`src/shared/mbw_pkg.sv`:
```
// Constants, register map and carrier types of the Modbus RTU write master.
// Assumes a single 20 MHz clock and an AHB-Lite register port.
// Notes on behaviour
// - The slave station address is a register that resets to 1.
// - Line rate, stop bits and data bits are software settings; the serial pins suit either RS232 or RS485.
// - Command 05 sends a request forcing one coil on or off.
// - Command 06 sends a request presetting one holding register.
// - Command 15 sends a request forcing a run of coils whose length is the configured count.
// - Command 16 sends a request writing consecutive registers from the start address over the count.
// - Write data comes either from the automatic source images or from the fixed manual value.
// - The manual value is held as four bytes of hex data.
// - In a multi-coil write bit 0 of the pattern goes to the start coil, higher bits to following coils.
// - Expansion points use continuous numbering, so the point index selects the image bit directly.
// - Enable high starts the write; reset clears the status and disables the block and beats enable.
// - Status goes to 1 after a good exchange and to 0 after any failure.
// - The response timeout is set in tenths of a second, typically 5; no answer counts as failure.
package mbw_pkg;
    localparam int unsigned CLK_HZ = 20000000;
    localparam int unsigned TENTH_S = 100;
    localparam int unsigned TENTH_CYCLES = CLK_HZ / 1000 * TENTH_S;
    // ************************************************************
    // Register map
    // ************************************************************
    localparam logic [7:0] REG_CTRL = 8'h00;
    localparam logic [7:0] REG_STATUS = 8'h04;
    localparam logic [7:0] REG_IRQ_STAT = 8'h08;
    localparam logic [7:0] REG_IRQ_MASK = 8'h0C;
    localparam logic [7:0] REG_LINE = 8'h10;
    localparam logic [7:0] REG_CMD = 8'h14;
    localparam logic [7:0] REG_MANUAL = 8'h18;
    localparam logic [7:0] REG_AUTO_SEL = 8'h1C;
    localparam logic [7:0] SLAVE_ADDR_RST = 8'h01;
    localparam logic [15:0] BAUD_DIV_RST = 16'h0823;
    localparam logic [7:0] TIMEOUT_RST = 8'h05;
    localparam logic [7:0] FC_COIL = 8'h05;
    localparam logic [7:0] FC_REG = 8'h06;
    localparam logic [7:0] FC_COILS = 8'h0F;
    localparam logic [7:0] FC_REGS = 8'h10;
    localparam logic [15:0] COIL_ON = 16'hFF00;
    localparam logic [15:0] CRC_POLY = 16'hA001;
    localparam int unsigned MAX_FRAME = 16;
    localparam int unsigned IRQ_OK = 0;
    localparam int unsigned IRQ_FAIL = 1;
    // ************************************************************
    // Carrier types
    // ************************************************************
    typedef struct packed {
        logic [15:0] baud_div;
        logic two_stop;
        logic seven_bits;
        logic [7:0] timeout_tenths;
        logic [7:0] slave_addr;
    } mbw_line_t;
    typedef struct packed {
        logic [7:0] func;
        logic [15:0] start;
        logic [7:0] count;
        logic manual;
        logic [2:0] src;
        logic [7:0] point;
    } mbw_cmd_t;
    typedef struct packed {
        logic [31:0] bit_flag_source;
        logic [31:0] input_image;
        logic [31:0] output_image;
        logic [15:0] analog_flag_source;
        logic [15:0] analog_output_image;
    } mbw_src_t;
    function automatic logic [15:0] mbw_crc_byte(input logic [15:0] crc, input logic [7:0] b);
        logic [15:0] c;
        c = crc ^ {8'h00, b};
        for (int i = 0; i < 8; i++) begin
            c = c[0] ? ((c >> 1) ^ CRC_POLY) : (c >> 1);
        end
        return c;
    endfunction : mbw_crc_byte
endpackage : mbw_pkg

```
`src/mbw_frame_mem.sv`:
```
// Small frame buffer holding the request bytes, registered read.
// Assumes one writer and one reader in the same clock.
`timescale 1ns/1ns
module mbw_frame_mem #(
    parameter int DEPTH = 16
) (
    // Clock
    input wire logic clk,
    // Write port
    input wire logic we,
    input wire logic [$clog2(DEPTH)-1:0] waddr,
    input wire logic [7:0] wdata,
    // Read port
    input wire logic [$clog2(DEPTH)-1:0] raddr,
    output logic [7:0] rdata
);
    logic [7:0] mem [DEPTH];
    always_ff @(posedge clk) begin
        if (we) begin
            mem[waddr] <= wdata;
        end
        rdata <= mem[raddr];
    end
endmodule : mbw_frame_mem

```
`src/mbw_uart.sv`:
```
// Serial byte transmitter and receiver with settable rate, stop bits and data bits.
// Assumes the rx pin is already synchronous to clk; no parity.
`timescale 1ns/1ns
module mbw_uart (
    // Clock and reset
    input wire logic clk,
    input wire logic srst,
    // Line settings
    input wire mbw_pkg::mbw_line_t line,
    // Transmit byte
    input wire logic tx_valid,
    input wire logic [7:0] tx_data,
    output logic tx_ready,
    // Receive byte
    output logic rx_valid,
    output logic [7:0] rx_data,
    // Serial pins
    output logic txd,
    input wire logic rxd
);
    import mbw_pkg::*;
    logic [15:0] tcnt_q;
    logic [3:0] tbit_q;
    logic [10:0] tsh_q;
    logic tbusy_q;
    logic [15:0] rcnt_q;
    logic [3:0] rbit_q;
    logic [7:0] rsh_q;
    logic rbusy_q;
    logic [3:0] nbits;
    assign nbits = line.seven_bits ? 4'h7 : 4'h8;
    assign tx_ready = !tbusy_q;
    assign txd = tbusy_q ? tsh_q[0] : 1'b1;
    // Frame length = start + data + stops
    always_ff @(posedge clk) begin
        if (srst) begin
            tbusy_q <= 1'b0;
            tcnt_q <= 16'h0000;
            tbit_q <= 4'h0;
            tsh_q <= 11'h7FF;
        end else if (!tbusy_q) begin
            if (tx_valid) begin
                tbusy_q <= 1'b1;
                tcnt_q <= line.baud_div;
                tbit_q <= nbits + (line.two_stop ? 4'h2 : 4'h1);
                tsh_q <= line.seven_bits ? {3'h7, tx_data[6:0], 1'b0} : {2'h3, tx_data, 1'b0};
            end
        end else if (tcnt_q == 16'h0000) begin
            tcnt_q <= line.baud_div;
            tsh_q <= {1'b1, tsh_q[10:1]};
            if (tbit_q == 4'h0) begin
                tbusy_q <= 1'b0;
            end else begin
                tbit_q <= tbit_q - 4'h1;
            end
        end else begin
            tcnt_q <= tcnt_q - 16'h0001;
        end
    end
    // Receiver samples mid bit
    always_ff @(posedge clk) begin
        if (srst) begin
            rbusy_q <= 1'b0;
            rcnt_q <= 16'h0000;
            rbit_q <= 4'h0;
            rsh_q <= 8'h00;
            rx_valid <= 1'b0;
            rx_data <= 8'h00;
        end else begin
            rx_valid <= 1'b0;
            if (!rbusy_q) begin
                if (!rxd) begin
                    rbusy_q <= 1'b1;
                    rcnt_q <= {1'b0, line.baud_div[15:1]};
                    rbit_q <= 4'h0;
                end
            end else if (rcnt_q != 16'h0000) begin
                rcnt_q <= rcnt_q - 16'h0001;
            end else begin
                rcnt_q <= line.baud_div;
                if (rbit_q == 4'h0 && rxd) begin
                    rbusy_q <= 1'b0;
                end else if (rbit_q == nbits + 4'h1) begin
                    rbusy_q <= 1'b0;
                    rx_valid <= rxd;
                    rx_data <= line.seven_bits ? {1'b0, rsh_q[7:1]} : rsh_q;
                end else begin
                    if (rbit_q != 4'h0) begin
                        rsh_q <= {rxd, rsh_q[7:1]};
                    end
                    rbit_q <= rbit_q + 4'h1;
                end
            end
        end
    end
endmodule : mbw_uart

```
`src/mbw_write_master.sv`:
```
// Modbus RTU write master: builds one write request, sends it, checks the echo reply.
// Assumes an AHB-Lite master, source images as synchronous inputs, and an external
// RS232 or RS485 driver on txd, with de high while a frame is on the wire.
//
// Design decisions made here: register access over AHB-Lite and the placing of the registers.
`timescale 1ns/1ns
module mbw_write_master #(
    parameter int unsigned TENTH_CYCLES = mbw_pkg::TENTH_CYCLES
) (
    // Clock and reset
    input wire logic clk,
    input wire logic srst,
    // Block inputs
    input wire logic enable,
    input wire logic block_reset,
    input wire mbw_pkg::mbw_src_t sources,
    // AHB-Lite slave
    input wire logic hsel,
    input wire logic [31:0] haddr,
    input wire logic [1:0] htrans,
    input wire logic hwrite,
    input wire logic [2:0] hsize,
    input wire logic [31:0] hwdata,
    input wire logic hready,
    output logic hreadyout,
    output logic hresp,
    output logic [31:0] hrdata,
    // Serial side
    output logic txd,
    output logic de,
    input wire logic rxd,
    // Result
    output logic status,
    output logic irq
);
    import mbw_pkg::*;
    typedef enum {S_IDLE, S_BUILD, S_SEND, S_WAIT, S_DONE} mbw_state_t;
    mbw_state_t st_q;
    // ************************************************************
    // Register file
    // ************************************************************
    mbw_line_t line_q;
    mbw_cmd_t cmd_q;
    logic [31:0] manual_q;
    logic [1:0] irq_stat_q;
    logic [1:0] irq_mask_q;
    logic sw_go_q;
    logic ph_wr_q;
    logic [7:0] ph_addr_q;
    logic ev_ok;
    logic ev_fail;
    assign hreadyout = 1'b1;
    assign hresp = 1'b0;
    always_ff @(posedge clk) begin
        if (srst) begin
            ph_wr_q <= 1'b0;
            ph_addr_q <= 8'h00;
        end else if (hready) begin
            ph_wr_q <= hsel && htrans[1] && hwrite;
            ph_addr_q <= haddr[7:0];
        end
    end
    always_ff @(posedge clk) begin
        if (srst) begin
            line_q <= '{baud_div: BAUD_DIV_RST, two_stop: 1'b0, seven_bits: 1'b0,
                        timeout_tenths: TIMEOUT_RST, slave_addr: SLAVE_ADDR_RST};
            cmd_q <= '{func: FC_COIL, start: 16'h0000, count: 8'h01, manual: 1'b0, src: 3'h0, point: 8'h00};
            manual_q <= 32'h00000000;
            irq_mask_q <= 2'h0;
            sw_go_q <= 1'b0;
        end else if (ph_wr_q) begin
            case (ph_addr_q)
                REG_CTRL: sw_go_q <= hwdata[0];
                REG_IRQ_MASK: irq_mask_q <= hwdata[1:0];
                REG_LINE: line_q <= {2'b00, hwdata};
                REG_CMD: begin
                    cmd_q.func <= hwdata[7:0];
                    cmd_q.count <= hwdata[15:8];
                    cmd_q.start <= hwdata[31:16];
                end
                REG_MANUAL: manual_q <= hwdata;
                REG_AUTO_SEL: begin
                    cmd_q.point <= hwdata[7:0];
                    cmd_q.src <= hwdata[10:8];
                    cmd_q.manual <= hwdata[16];
                end
                default: ;
            endcase
        end
    end
    // Set wins over write-one-to-clear
    always_ff @(posedge clk) begin
        if (srst) begin
            irq_stat_q <= 2'h0;
        end else begin
            irq_stat_q <= (irq_stat_q & ~((ph_wr_q && ph_addr_q == REG_IRQ_STAT) ? hwdata[1:0] : 2'h0))
                | {ev_fail, ev_ok};
        end
    end
    assign irq = |(irq_stat_q & irq_mask_q);
    always_comb begin
        case (ph_addr_q)
            REG_CTRL: hrdata = {31'h0, sw_go_q};
            REG_STATUS: hrdata = {29'h0, st_q == S_WAIT, st_q != S_IDLE, status};
            REG_IRQ_STAT: hrdata = {30'h0, irq_stat_q};
            REG_IRQ_MASK: hrdata = {30'h0, irq_mask_q};
            REG_LINE: hrdata = line_q[31:0];
            REG_CMD: hrdata = {cmd_q.start, cmd_q.count, cmd_q.func};
            REG_MANUAL: hrdata = manual_q;
            REG_AUTO_SEL: hrdata = {15'h0, cmd_q.manual, 5'h0, cmd_q.src, cmd_q.point};
            default: hrdata = 32'h00000000;
        endcase
    end
    // ************************************************************
    // Data source
    // ************************************************************
    logic [31:0] data_w;
    logic [31:0] img;
    // Continuous point numbering lets the index address the image directly
    always_comb begin
        case (cmd_q.src)
            3'h0: img = sources.bit_flag_source >> cmd_q.point[4:0];
            3'h1: img = sources.input_image >> cmd_q.point[4:0];
            3'h2: img = sources.output_image >> cmd_q.point[4:0];
            3'h3: img = {16'h0, sources.analog_flag_source};
            default: img = {16'h0, sources.analog_output_image};
        endcase
        data_w = cmd_q.manual ? manual_q : img;
    end
    // ************************************************************
    // Frame build
    // ************************************************************
    logic [3:0] blen_q;
    logic [3:0] idx_q;
    logic [7:0] byte_w;
    logic [15:0] crc_q;
    logic [7:0] nbytes;
    logic [7:0] rd_byte;
    logic mem_we;
    logic [3:0] mem_waddr;
    logic [7:0] mem_wdata;
    assign nbytes = (cmd_q.func == FC_REGS) ? {cmd_q.count[6:0], 1'b0} : ((cmd_q.count + 8'h07) >> 3);
    // Multi-register payload is data_w high word first; registers past the second repeat data_w[7:0] in both bytes
    always_comb begin
        case (idx_q)
            4'h0: byte_w = line_q.slave_addr;
            4'h1: byte_w = cmd_q.func;
            4'h2: byte_w = cmd_q.start[15:8];
            4'h3: byte_w = cmd_q.start[7:0];
            4'h4: byte_w = (cmd_q.func == FC_COIL) ? (data_w[0] ? COIL_ON[15:8] : 8'h00) :
                (cmd_q.func == FC_REG) ? data_w[15:8] : 8'h00;
            4'h5: byte_w = (cmd_q.func == FC_COIL || cmd_q.func == FC_REG) ? data_w[7:0] & {8{cmd_q.func == FC_REG}}
                : cmd_q.count;
            4'h6: byte_w = nbytes;
            4'h7: byte_w = (cmd_q.func == FC_REGS) ? data_w[31:24] : data_w[7:0];
            4'h8: byte_w = (cmd_q.func == FC_REGS) ? data_w[23:16] : data_w[15:8];
            4'h9: byte_w = (cmd_q.func == FC_REGS) ? data_w[15:8] : data_w[23:16];
            default: byte_w = (cmd_q.func == FC_REGS) ? data_w[7:0] : data_w[31:24];
        endcase
    end
    assign mem_we = (st_q == S_BUILD) && (idx_q < blen_q);
    assign mem_waddr = idx_q;
    assign mem_wdata = (st_q == S_BUILD && idx_q == blen_q) ? crc_q[7:0] :
        (st_q == S_BUILD && idx_q == blen_q + 4'h1) ? crc_q[15:8] : byte_w;
    mbw_frame_mem #(.DEPTH(MAX_FRAME)) u_mem (
        .clk(clk),
        .we(mem_we || (st_q == S_BUILD && idx_q <= blen_q + 4'h1)),
        .waddr(mem_waddr),
        .wdata(mem_wdata),
        .raddr(idx_q),
        .rdata(rd_byte)
    );
    // ************************************************************
    // Sequencer
    // ************************************************************
    logic tx_valid_q;
    logic tx_ready;
    logic rx_valid;
    logic [7:0] rx_data;
    logic [3:0] rxn_q;
    logic [15:0] rcrc_q;
    logic [31:0] tcnt_q;
    logic [7:0] tenths_q;
    logic run;
    assign run = (enable || sw_go_q) && !block_reset;
    mbw_uart u_uart (
        .clk(clk),
        .srst(srst || block_reset),
        .line(line_q),
        .tx_valid(tx_valid_q),
        .tx_data(rd_byte),
        .tx_ready(tx_ready),
        .rx_valid(rx_valid),
        .rx_data(rx_data),
        .txd(txd),
        .rxd(rxd)
    );
    assign de = (st_q == S_SEND) || !tx_ready;
    assign ev_ok = (st_q == S_WAIT) && rx_valid && rxn_q == 4'h7 && mbw_crc_byte(rcrc_q, rx_data) == 16'h0000;
    assign ev_fail = (st_q == S_WAIT) && ((tenths_q <= 8'h01 && tcnt_q == 32'h0)
        || (rx_valid && rxn_q == 4'h1 && rx_data != cmd_q.func)
        || (rx_valid && rxn_q == 4'h7 && !ev_ok));
    always_ff @(posedge clk) begin
        if (srst || block_reset) begin
            st_q <= S_IDLE;
            status <= 1'b0;
            idx_q <= 4'h0;
            blen_q <= 4'h0;
            crc_q <= 16'hFFFF;
            tx_valid_q <= 1'b0;
            rxn_q <= 4'h0;
            rcrc_q <= 16'hFFFF;
            tcnt_q <= 32'h0;
            tenths_q <= 8'h00;
        end else begin
            case (st_q)
                S_IDLE: if (run) begin
                    st_q <= S_BUILD;
                    idx_q <= 4'h0;
                    crc_q <= 16'hFFFF;
                    blen_q <= (cmd_q.func == FC_COILS || cmd_q.func == FC_REGS) ? 4'h7 + nbytes[3:0] : 4'h6;
                end
                S_BUILD: begin
                    if (idx_q < blen_q) begin
                        crc_q <= mbw_crc_byte(crc_q, byte_w);
                    end
                    if (idx_q == blen_q + 4'h1) begin
                        st_q <= S_SEND;
                        idx_q <= 4'h0;
                    end else begin
                        idx_q <= idx_q + 4'h1;
                    end
                end
                S_SEND: begin
                    tx_valid_q <= 1'b0;
                    if (tx_ready && !tx_valid_q) begin
                        if (idx_q == blen_q + 4'h2) begin
                            st_q <= S_WAIT;
                            rxn_q <= 4'h0;
                            rcrc_q <= 16'hFFFF;
                            tenths_q <= line_q.timeout_tenths;
                            tcnt_q <= TENTH_CYCLES - 1;
                        end else begin
                            tx_valid_q <= 1'b1;
                            idx_q <= idx_q + 4'h1;
                        end
                    end
                end
                S_WAIT: begin
                    if (tcnt_q == 32'h0) begin
                        tcnt_q <= TENTH_CYCLES - 1;
                        tenths_q <= tenths_q - 8'h01;
                    end else begin
                        tcnt_q <= tcnt_q - 32'h1;
                    end
                    if (rx_valid) begin
                        rxn_q <= rxn_q + 4'h1;
                        rcrc_q <= mbw_crc_byte(rcrc_q, rx_data);
                    end
                    if (ev_ok) begin
                        status <= 1'b1;
                        st_q <= S_DONE;
                    end else if (ev_fail) begin
                        status <= 1'b0;
                        st_q <= S_DONE;
                    end
                end
                S_DONE: if (!run) begin
                    st_q <= S_IDLE;
                end
                default: st_q <= S_IDLE;
            endcase
        end
    end
endmodule : mbw_write_master

```
`config.mk`:
```
export PLATFORM = sky130hd
export DESIGN_NAME = mbw_write_master
export DESIGN_NICKNAME = d
export VERILOG_FILES = /design/src/shared/mbw_pkg.sv /design/src/mbw_frame_mem.sv /design/src/mbw_uart.sv /design/src/mbw_write_master.sv
export SDC_FILE = /design/constraint.sdc
export NUM_CORES = 1
export LEC_CHECK = 0
export BUFFER_PORTS_ARGS = -buffer_cell sky130_fd_sc_hd__buf_2
export CAP_MARGIN = 5
export CORE_MARGIN = 3
export CORE_UTILIZATION = 39
export CTS_CLUSTER_SIZE = 16
export DETAILED_ROUTE_END_ITERATION = 6
export SKIP_CTS_REPAIR_TIMING = 1
export SLEW_MARGIN = 30
export SYNTH_ARGS = -nofsm -noshare
export SYNTH_HDL_FRONTEND = slang
export SYNTH_HIERARCHICAL = 1
export SYNTH_SLANG_ARGS = --single-unit
```
`constraint.sdc`:
```
create_clock -name clk -period 6.6 [get_ports clk]
set_clock_uncertainty 0.1 [all_clocks]
set_input_delay 0.66 -clock clk [delete_from_list [all_inputs] [get_ports clk]]
set_output_delay 0.66 -clock clk [all_outputs]
set_load 0.05 [all_outputs]
```
==> results.py, run 1 <==
metrics = {
    "status": {
        "status": "finished clean",
    },
    "placement": {
        "port_buffers": 212,
        "placed_cell_area_sq_um": 26400,
        "gp_congestion": 0.963,
        "dp_hpwl_um": 63800,
    },
    "clock_network": {
        "htree_levels": 2,
        "cts_buffers": 46,
        "cts_tree": "built",
        "clock-sinks": 415,
        "clk_latency_ns": 0.60,
        "cts.path.max_buffers": 3,
        "cts-root-buf": "clkbuf_16",
        "clk_pin_slew_ns": 0.06,
    },
    "power": {
        "power.density_nw_per_um2": 224,
        "leakagePower_nw": 10.2,
        "irDropWorstVdd_mv": 0.199,
    },
    "worst_setup_path": {
        "critPathBufInv": 1,
        "critPathLaunchType": "flip-flop",
        "critPathKind": "flip-flop to flip-flop",
        "crit_path_max_fanout": 28,
        "path_cells": "buf_4 -> a21o_4 -> o21ai_1 -> and3_1 -> o32ai_1 -> a221oi_1 -> nor4_1 -> a211o_1 -> a21oi_1 -> a32oi_1 -> xnor2_2 -> xnor2_1 -> xnor3_2 -> xnor3_1 -> a31oi_1",
        "arrival_ns": 5.84,
        "cp_top_family": "compound AO/OA/AOI/OAI gates",
        "cp.required_ns": 7.03,
        "r2r_slack_ns": 1.19,
        "critPathSlowestCell": "nor4_1",
        "max_stage_delay_ns": 0.67,
        "critPathCaptureType": "flip-flop",
    },
    "synth": {
        "synth_area_sq_um": 24800,
        "synth_cell_types": 119,
        "synthArstFlopShare_pct": 0,
        "yosys_most_used_dff": "dfxtp_1",
        "syn_inst": 2843,
        "synthMuxAreaShare_pct": 7.70,
        "seq_area_frac_synth_pct": 38.6,
        "ys_ff_latch": 415,
        "yosysTopAreaCellShare_pct": 23.1,
        "yosys.area_share.simple_pct": 21.6,
        "synth_top_family_by_area": "compound AO/OA/AOI/OAI gates",
        "yosys_warnings": 6,
        "synthAdderAreaFrac_pct": 1.66,
        "syn_area_per_cell_sq_um": 8.73,
        "synth_area_leader_cell": "dfxtp_1",
        "synth_compound_area_share_pct": 22.0,
        "ys_top_cells_by_area": "dfxtp_1 (23%), edfxtp_1 (15%), nand2_1 (7.3%), a21oi_1 (4.8%), mux4_2 (3.7%)",
        "synth_xor_area_share_pct": 3.83,
        "synth_edf_count": 128,
    },
    "finish": {
        "antennaDiodeCount": 0,
        "final_cell_mix": "nand2_1 (483), dfxtp_1 (282), a21oi_1 (237)",
        "final_common_cell": "nand2_1",
        "layout-drive-gt1-share_pct": 16.2,
        "synthToLayoutAreaGrowth_pct": 13.6,
        "finalInstanceArea_sq_um": 28200,
        "final_nets": 3199,
    },
    "routing": {
        "drtPass1Iterations": 6,
        "drtIter0Drc": 2563,
        "via_per_inst": 6.11,
        "drc": 0,
        "avgRoutedWirePerCell_um": 22.9,
        "drt-total-wl_um": 87900,
        "dr_total_vias": 23425,
        "ant_nets": 0,
    },
    "global_routing": {
        "grt_pass1_wl_um": 133000,
        "antenna_found_initial": 1,
        "grt_util_all_layers_pct": 25.4,
        "grt_max_degree": 87,
        "grt_pass1_vias": 22415,
        "grt.overflow.total": 0,
    },
    "timing": {
        "whs_ns": 0.204,
        "fin_crit_sh_pct": 81.9,
        "finalCriticalPeriod_ns": 5.41,
        "slew_violations": 0,
        "max_slew_margin_pct": 35.8,
        "setup-violations-final": 0,
        "worstMarginPinSlew_ns": 0.954,
        "fmax_mhz": 185,
        "rsz0062_at_grt": "false",
        "hold_viol": 0,
        "setup_tns_ns": 0,
    },
    "floorplan": {
        "initial_core_util_pct": 39.8,
        "floorplan.die.width_um": 258,
        "coreArea_sq_um": 62400,
        "rows": 91,
        "ioPinCount": 243,
        "die_h_um": 258,
        "dieArea_sq_um": 66700,
    },
    "hold_path": {
        "hold_class": "primary input to flip-flop",
    },
    "job": {
        "maxCapViolCount": 0,
    },
}
final timing paths:
kind | cells after the start | from | to
setup reg to reg | 15 | cmd_q[8] | crc_q[0]
hold / removal | 3 | haddr[6] | ph_addr_q[6]
setup / recovery | 15 | cmd_q[8] | crc_q[0]
hold reg to reg | 2 | u_uart/tbit_q[1] | u_uart/tbit_q[1]
power breakdown:
group	total (mW)	internal (mW)	switching [mW]	leakage [nW]
sequential	2.71	2.68	0.0273	3.50
clock	2.92	1.80	1.13	0.845
combinational	0.678	0.257	0.421	5.81
routing by layer:
metal / vias to the layer above / part of all wire [%] / global-route usage (%)
li1: 10775 / - / -
met1: 11408 / 42 / 33.6
met2: 1056 / 46 / 41.7
met3: 186 / 7.6 / 4.59
met4: 0 / 3.8 / 9.32
met5: - / 0 / 0
final cells by class:
class	instances	area [sq um]
Clock buffer	57	1250
Tap cell	837	1050
Inverter	40	150
Multi-Input combinational cell	2193	14200
Timing Repair Buffer	265	1460
Sequential cell	415	9600
Fill cell	6104	34200
Clock inverter	29	497
stage by stage:
stage | util, % | power, mW | std cells | worst slack [ns]
2_1_floorplan | - | 3.20 | 2851 | 2.47
3_5_place_dp | 42.4 | 3.43 | 3750 | 1.43
5_1_grt | 45.2 | 6.51 | 3836 | 1.08
6_report | 45.2 | 6.31 | 3836 | 1.19
4_1_cts | 45.2 | 6.35 | 3836 | 1.47
3_3_place_gp | 42.3 | 3.41 | 3750 | 1.58
kinds of logic (layout without fill, tap and decap cells):
kind of cell,after synthesis,in the layout
compound gates,804,804
simple gates,1133,1133
buf+inv,243,391
flops,415,415
mux,115,115
other cells,2,10
fa+ha+maj,33,33
xor+xnor,98,98
state kept, by name (all words and copies together), names as in the netlist, 9 cells and up:
name	flops
u_uart/tcnt_q	16
crc_q	16
u_uart/tsh_q	9
u_mem/mem	128
rcrc_q	16
cmd_q	44
manual_q	32
tcnt_q	32
line_q	32
u_uart/rcnt_q	16
Yosys cell counts, types with 12 or more instances:
cell        n
nand3b_1   18
dfxtp_1   287
xnor2_1    61
o21bai_1   12
nor2b_1    39
o211ai_1   31
inv_1      38
nor2_1    235
a32oi_1    25
xor2_1     29
nand2b_1   31
a211oi_1   64
a21oi_1   238
nand2_1   483
mux2i_1    51
nor3_1     69
nor4_1     30
and2_1     31
o22ai_1    29
buf_6      17
buf_2      27
nand4_1    33
o21ai_1    13
mux4_2     41
nand3_1    56
a31oi_1    27
edfxtp_1  128
o21ai_0   109
a22oi_1    80
clkbuf_1  139
a311oi_1   17
ha_1       33
or3_1      21
mux4_1     14
worst register-to-register path: stages, from the launching register on:
cell and delay, ns:
dfxtp_1 0.56, buf_4 0.38, a21o_4 0.42, o21ai_1 0.24, and3_1 0.28, o32ai_1 0.64, a221oi_1 0.25, nor4_1 0.67
a211o_1 0.23, a21oi_1 0.04, a32oi_1 0.46, xnor2_2 0.22, xnor2_1 0.17, xnor3_2 0.32, xnor3_1 0.21, a31oi_1 0.18
Note: power is estimated with default switching activity, not from simulation.
==> run 2: changes to the inputs <==
==> constraint.sdc (replaced) <==
create_clock -name clk -period 5.15 [get_ports clk]
set_clock_uncertainty 0.1 [all_clocks]
set_input_delay 0.515 -clock clk [delete_from_list [all_inputs] [get_ports clk]]
set_output_delay 0.515 -clock clk [all_outputs]
set_load 0.05 [all_outputs]
==> results.py, run 2 (same netlist as run 1, synthesis figures left out) <==
metrics = {
    "status": {
        "status": "finished clean",
    },
    "routing": {
        "wl_met3_um": 6640,
        "top_layer": "met4",
        "detailroute.wirelength.met2_um": 41200,
        "avgRoutedWirePerCell_um": 23.0,
        "ant_nets": 0,
        "dr_total_vias": 23621,
        "via_per_inst": 6.07,
        "drtPass1Iterations": 6,
        "drc": 0,
        "drtIter0Drc": 2774,
        "wl_met1_um": 38100,
        "drt-total-wl_um": 89400,
    },
    "power": {
        "clockPowerShare_pct": 43.5,
        "power.density_nw_per_um2": 271,
        "seq_power_share_pct": 45.1,
        "p_sw_share_pct": 25.0,
        "power.total_mw": 7.69,
        "switching_power_mw": 1.92,
        "irDropWorstVdd_mv": 0.217,
        "combPwrFrac_pct": 11.4,
        "internal_power_mw": 5.77,
        "leakagePower_nw": 10.4,
    },
    "worst_setup_path": {
        "path_cells": "a21o_4 -> o21ai_1 -> and3_1 -> or2_2 -> mux4_2 -> o21a_1 -> nor4_1 -> buf_4 -> a211oi_1 -> a31oi_1 -> xnor2_2 -> xnor2_1 -> xnor3_2 -> xnor3_1 -> a31oi_1",
        "critPathBufInv": 1,
        "critPathKind": "flip-flop to flip-flop",
        "crit_path_max_fanout": 28,
        "max_stage_delay_ns": 0.62,
        "critPathLaunchType": "flip-flop",
        "critPathSlowestCell": "dfxtp_2",
        "cp_top_family": "compound AO/OA/AOI/OAI gates",
        "arrival_ns": 5.22,
        "critPathCaptureType": "flip-flop",
        "crit_top_cell": "a31oi_1",
        "cp.required_ns": 5.51,
    },
    "global_routing": {
        "grt_pass1_vias": 22581,
        "grt_pass1_wl_um": 135000,
        "grt.overflow.total": 0,
        "grt_max_degree": 94,
        "grt_util_all_layers_pct": 25.8,
        "antenna_found_initial": 2,
    },
    "placement": {
        "gp_congestion": 0.990,
        "dp_slack_ns": 0.319,
        "dp_hpwl_um": 65600,
        "port_buffers": 212,
        "placed_cell_area_sq_um": 26800,
    },
    "clock_network": {
        "clk_pin_slew_ns": 0.06,
        "clk_latency_ns": 0.59,
        "cts_tree": "built",
        "cts-root-buf": "clkbuf_16",
        "htree_levels": 2,
        "clock-sinks": 415,
        "cts_buffers": 44,
        "cts.path.max_buffers": 3,
    },
    "finish": {
        "synthToLayoutAreaGrowth_pct": 14.5,
        "fill_cells": 6130,
        "layout-drive-gt1-share_pct": 17.5,
        "final_nets": 3253,
        "top_regs": "u_mem/mem (128), cmd_q (44)",
        "largest_register_ffs": 128,
        "top_register": "u_mem/mem",
        "finalInstanceArea_sq_um": 28400,
        "final_cell_mix": "nand2_1 (483), dfxtp_1 (282), a21oi_1 (237)",
        "final_common_cell": "nand2_1",
    },
    "job": {
        "maxCapViolCount": 0,
    },
    "timing": {
        "fin_crit_sh_pct": 94.4,
        "rsz0062_at_grt": "false",
        "hold_viol": 0,
        "layout_setup_ws_ns": 0.289,
        "fmax_mhz": 206,
        "slew_violations": 0,
        "setup_tns_ns": 0,
        "finalCriticalPeriod_ns": 4.86,
        "max_slew_margin_pct": 33.7,
        "setup-violations-final": 0,
        "worstMarginPinSlew_ns": 0.986,
    },
    "floorplan": {
        "die_h_um": 258,
        "dieArea_sq_um": 66700,
        "ioPinCount": 243,
        "rows": 91,
        "coreArea_sq_um": 62400,
        "floorplan.die.width_um": 258,
        "initial_core_util_pct": 39.8,
    },
    "hold_path": {
        "hold_class": "primary input to flip-flop",
    },
}
==> run 2: power by group through the flow <==
stage,registers [mW],logic [mW],clock network [mW]
after floorplan,3.53,0.577,0
after global placement,3.54,0.845,0
after detailed placement,3.54,0.862,0
after CTS,3.47,0.867,3.42
after global routing,3.47,0.947,3.53
final,3.47,0.879,3.34
==> run 2: layout make-up <==
cell class,instances,area [sq um],area share (%)
repair buffers,321,1900,6.68
inverters,40,150,0.528
multi-input cells,2193,14200,49.9
diodes,2,5.00,0.0176
clock inverters,14,225,0.792
clock buffers,68,1330,4.68
flip-flops and latches,415,9600,33.8
well taps,837,1050,3.68
==> run 2: metal layers <==
metal  GRT usage (%)  vias to the layer above
li1                -                    10873
met1            34.9                    11431
met2            42.2                     1126
met3            3.43                      191
met4            9.66                        0
met5               0                        -
==> run 2: path summary, 6_finish.rpt <==
path / startpoint / cells after the start / to / slack (ns)
max: cmd_q[9] / 15 / crc_q[0] / 0.29
min: haddr[6] / 3 / ph_addr_q[6] / 0.07
max reg2reg: cmd_q[9] / 15 / crc_q[0] / 0.29
min reg2reg: cmd_q[6] / 2 / cmd_q[6] / 0.36
==> run 2: stage by stage <==
step                      util (%)  hold slack [ns]  std cells
after floorplan                  -            0.336       2851
after global placement        43.0            0.350       3805
after detailed placement      43.0            0.351       3805
after CTS                     45.5           0.0495       3887
after global routing          45.6           0.0869       3890
final                         45.6           0.0742       3890
==> run 2: worst min-delay path, cell delays in order <==
cell     delay, ns
buf_2         0.07
mux2i_1       0.05
nor2_1        0.08
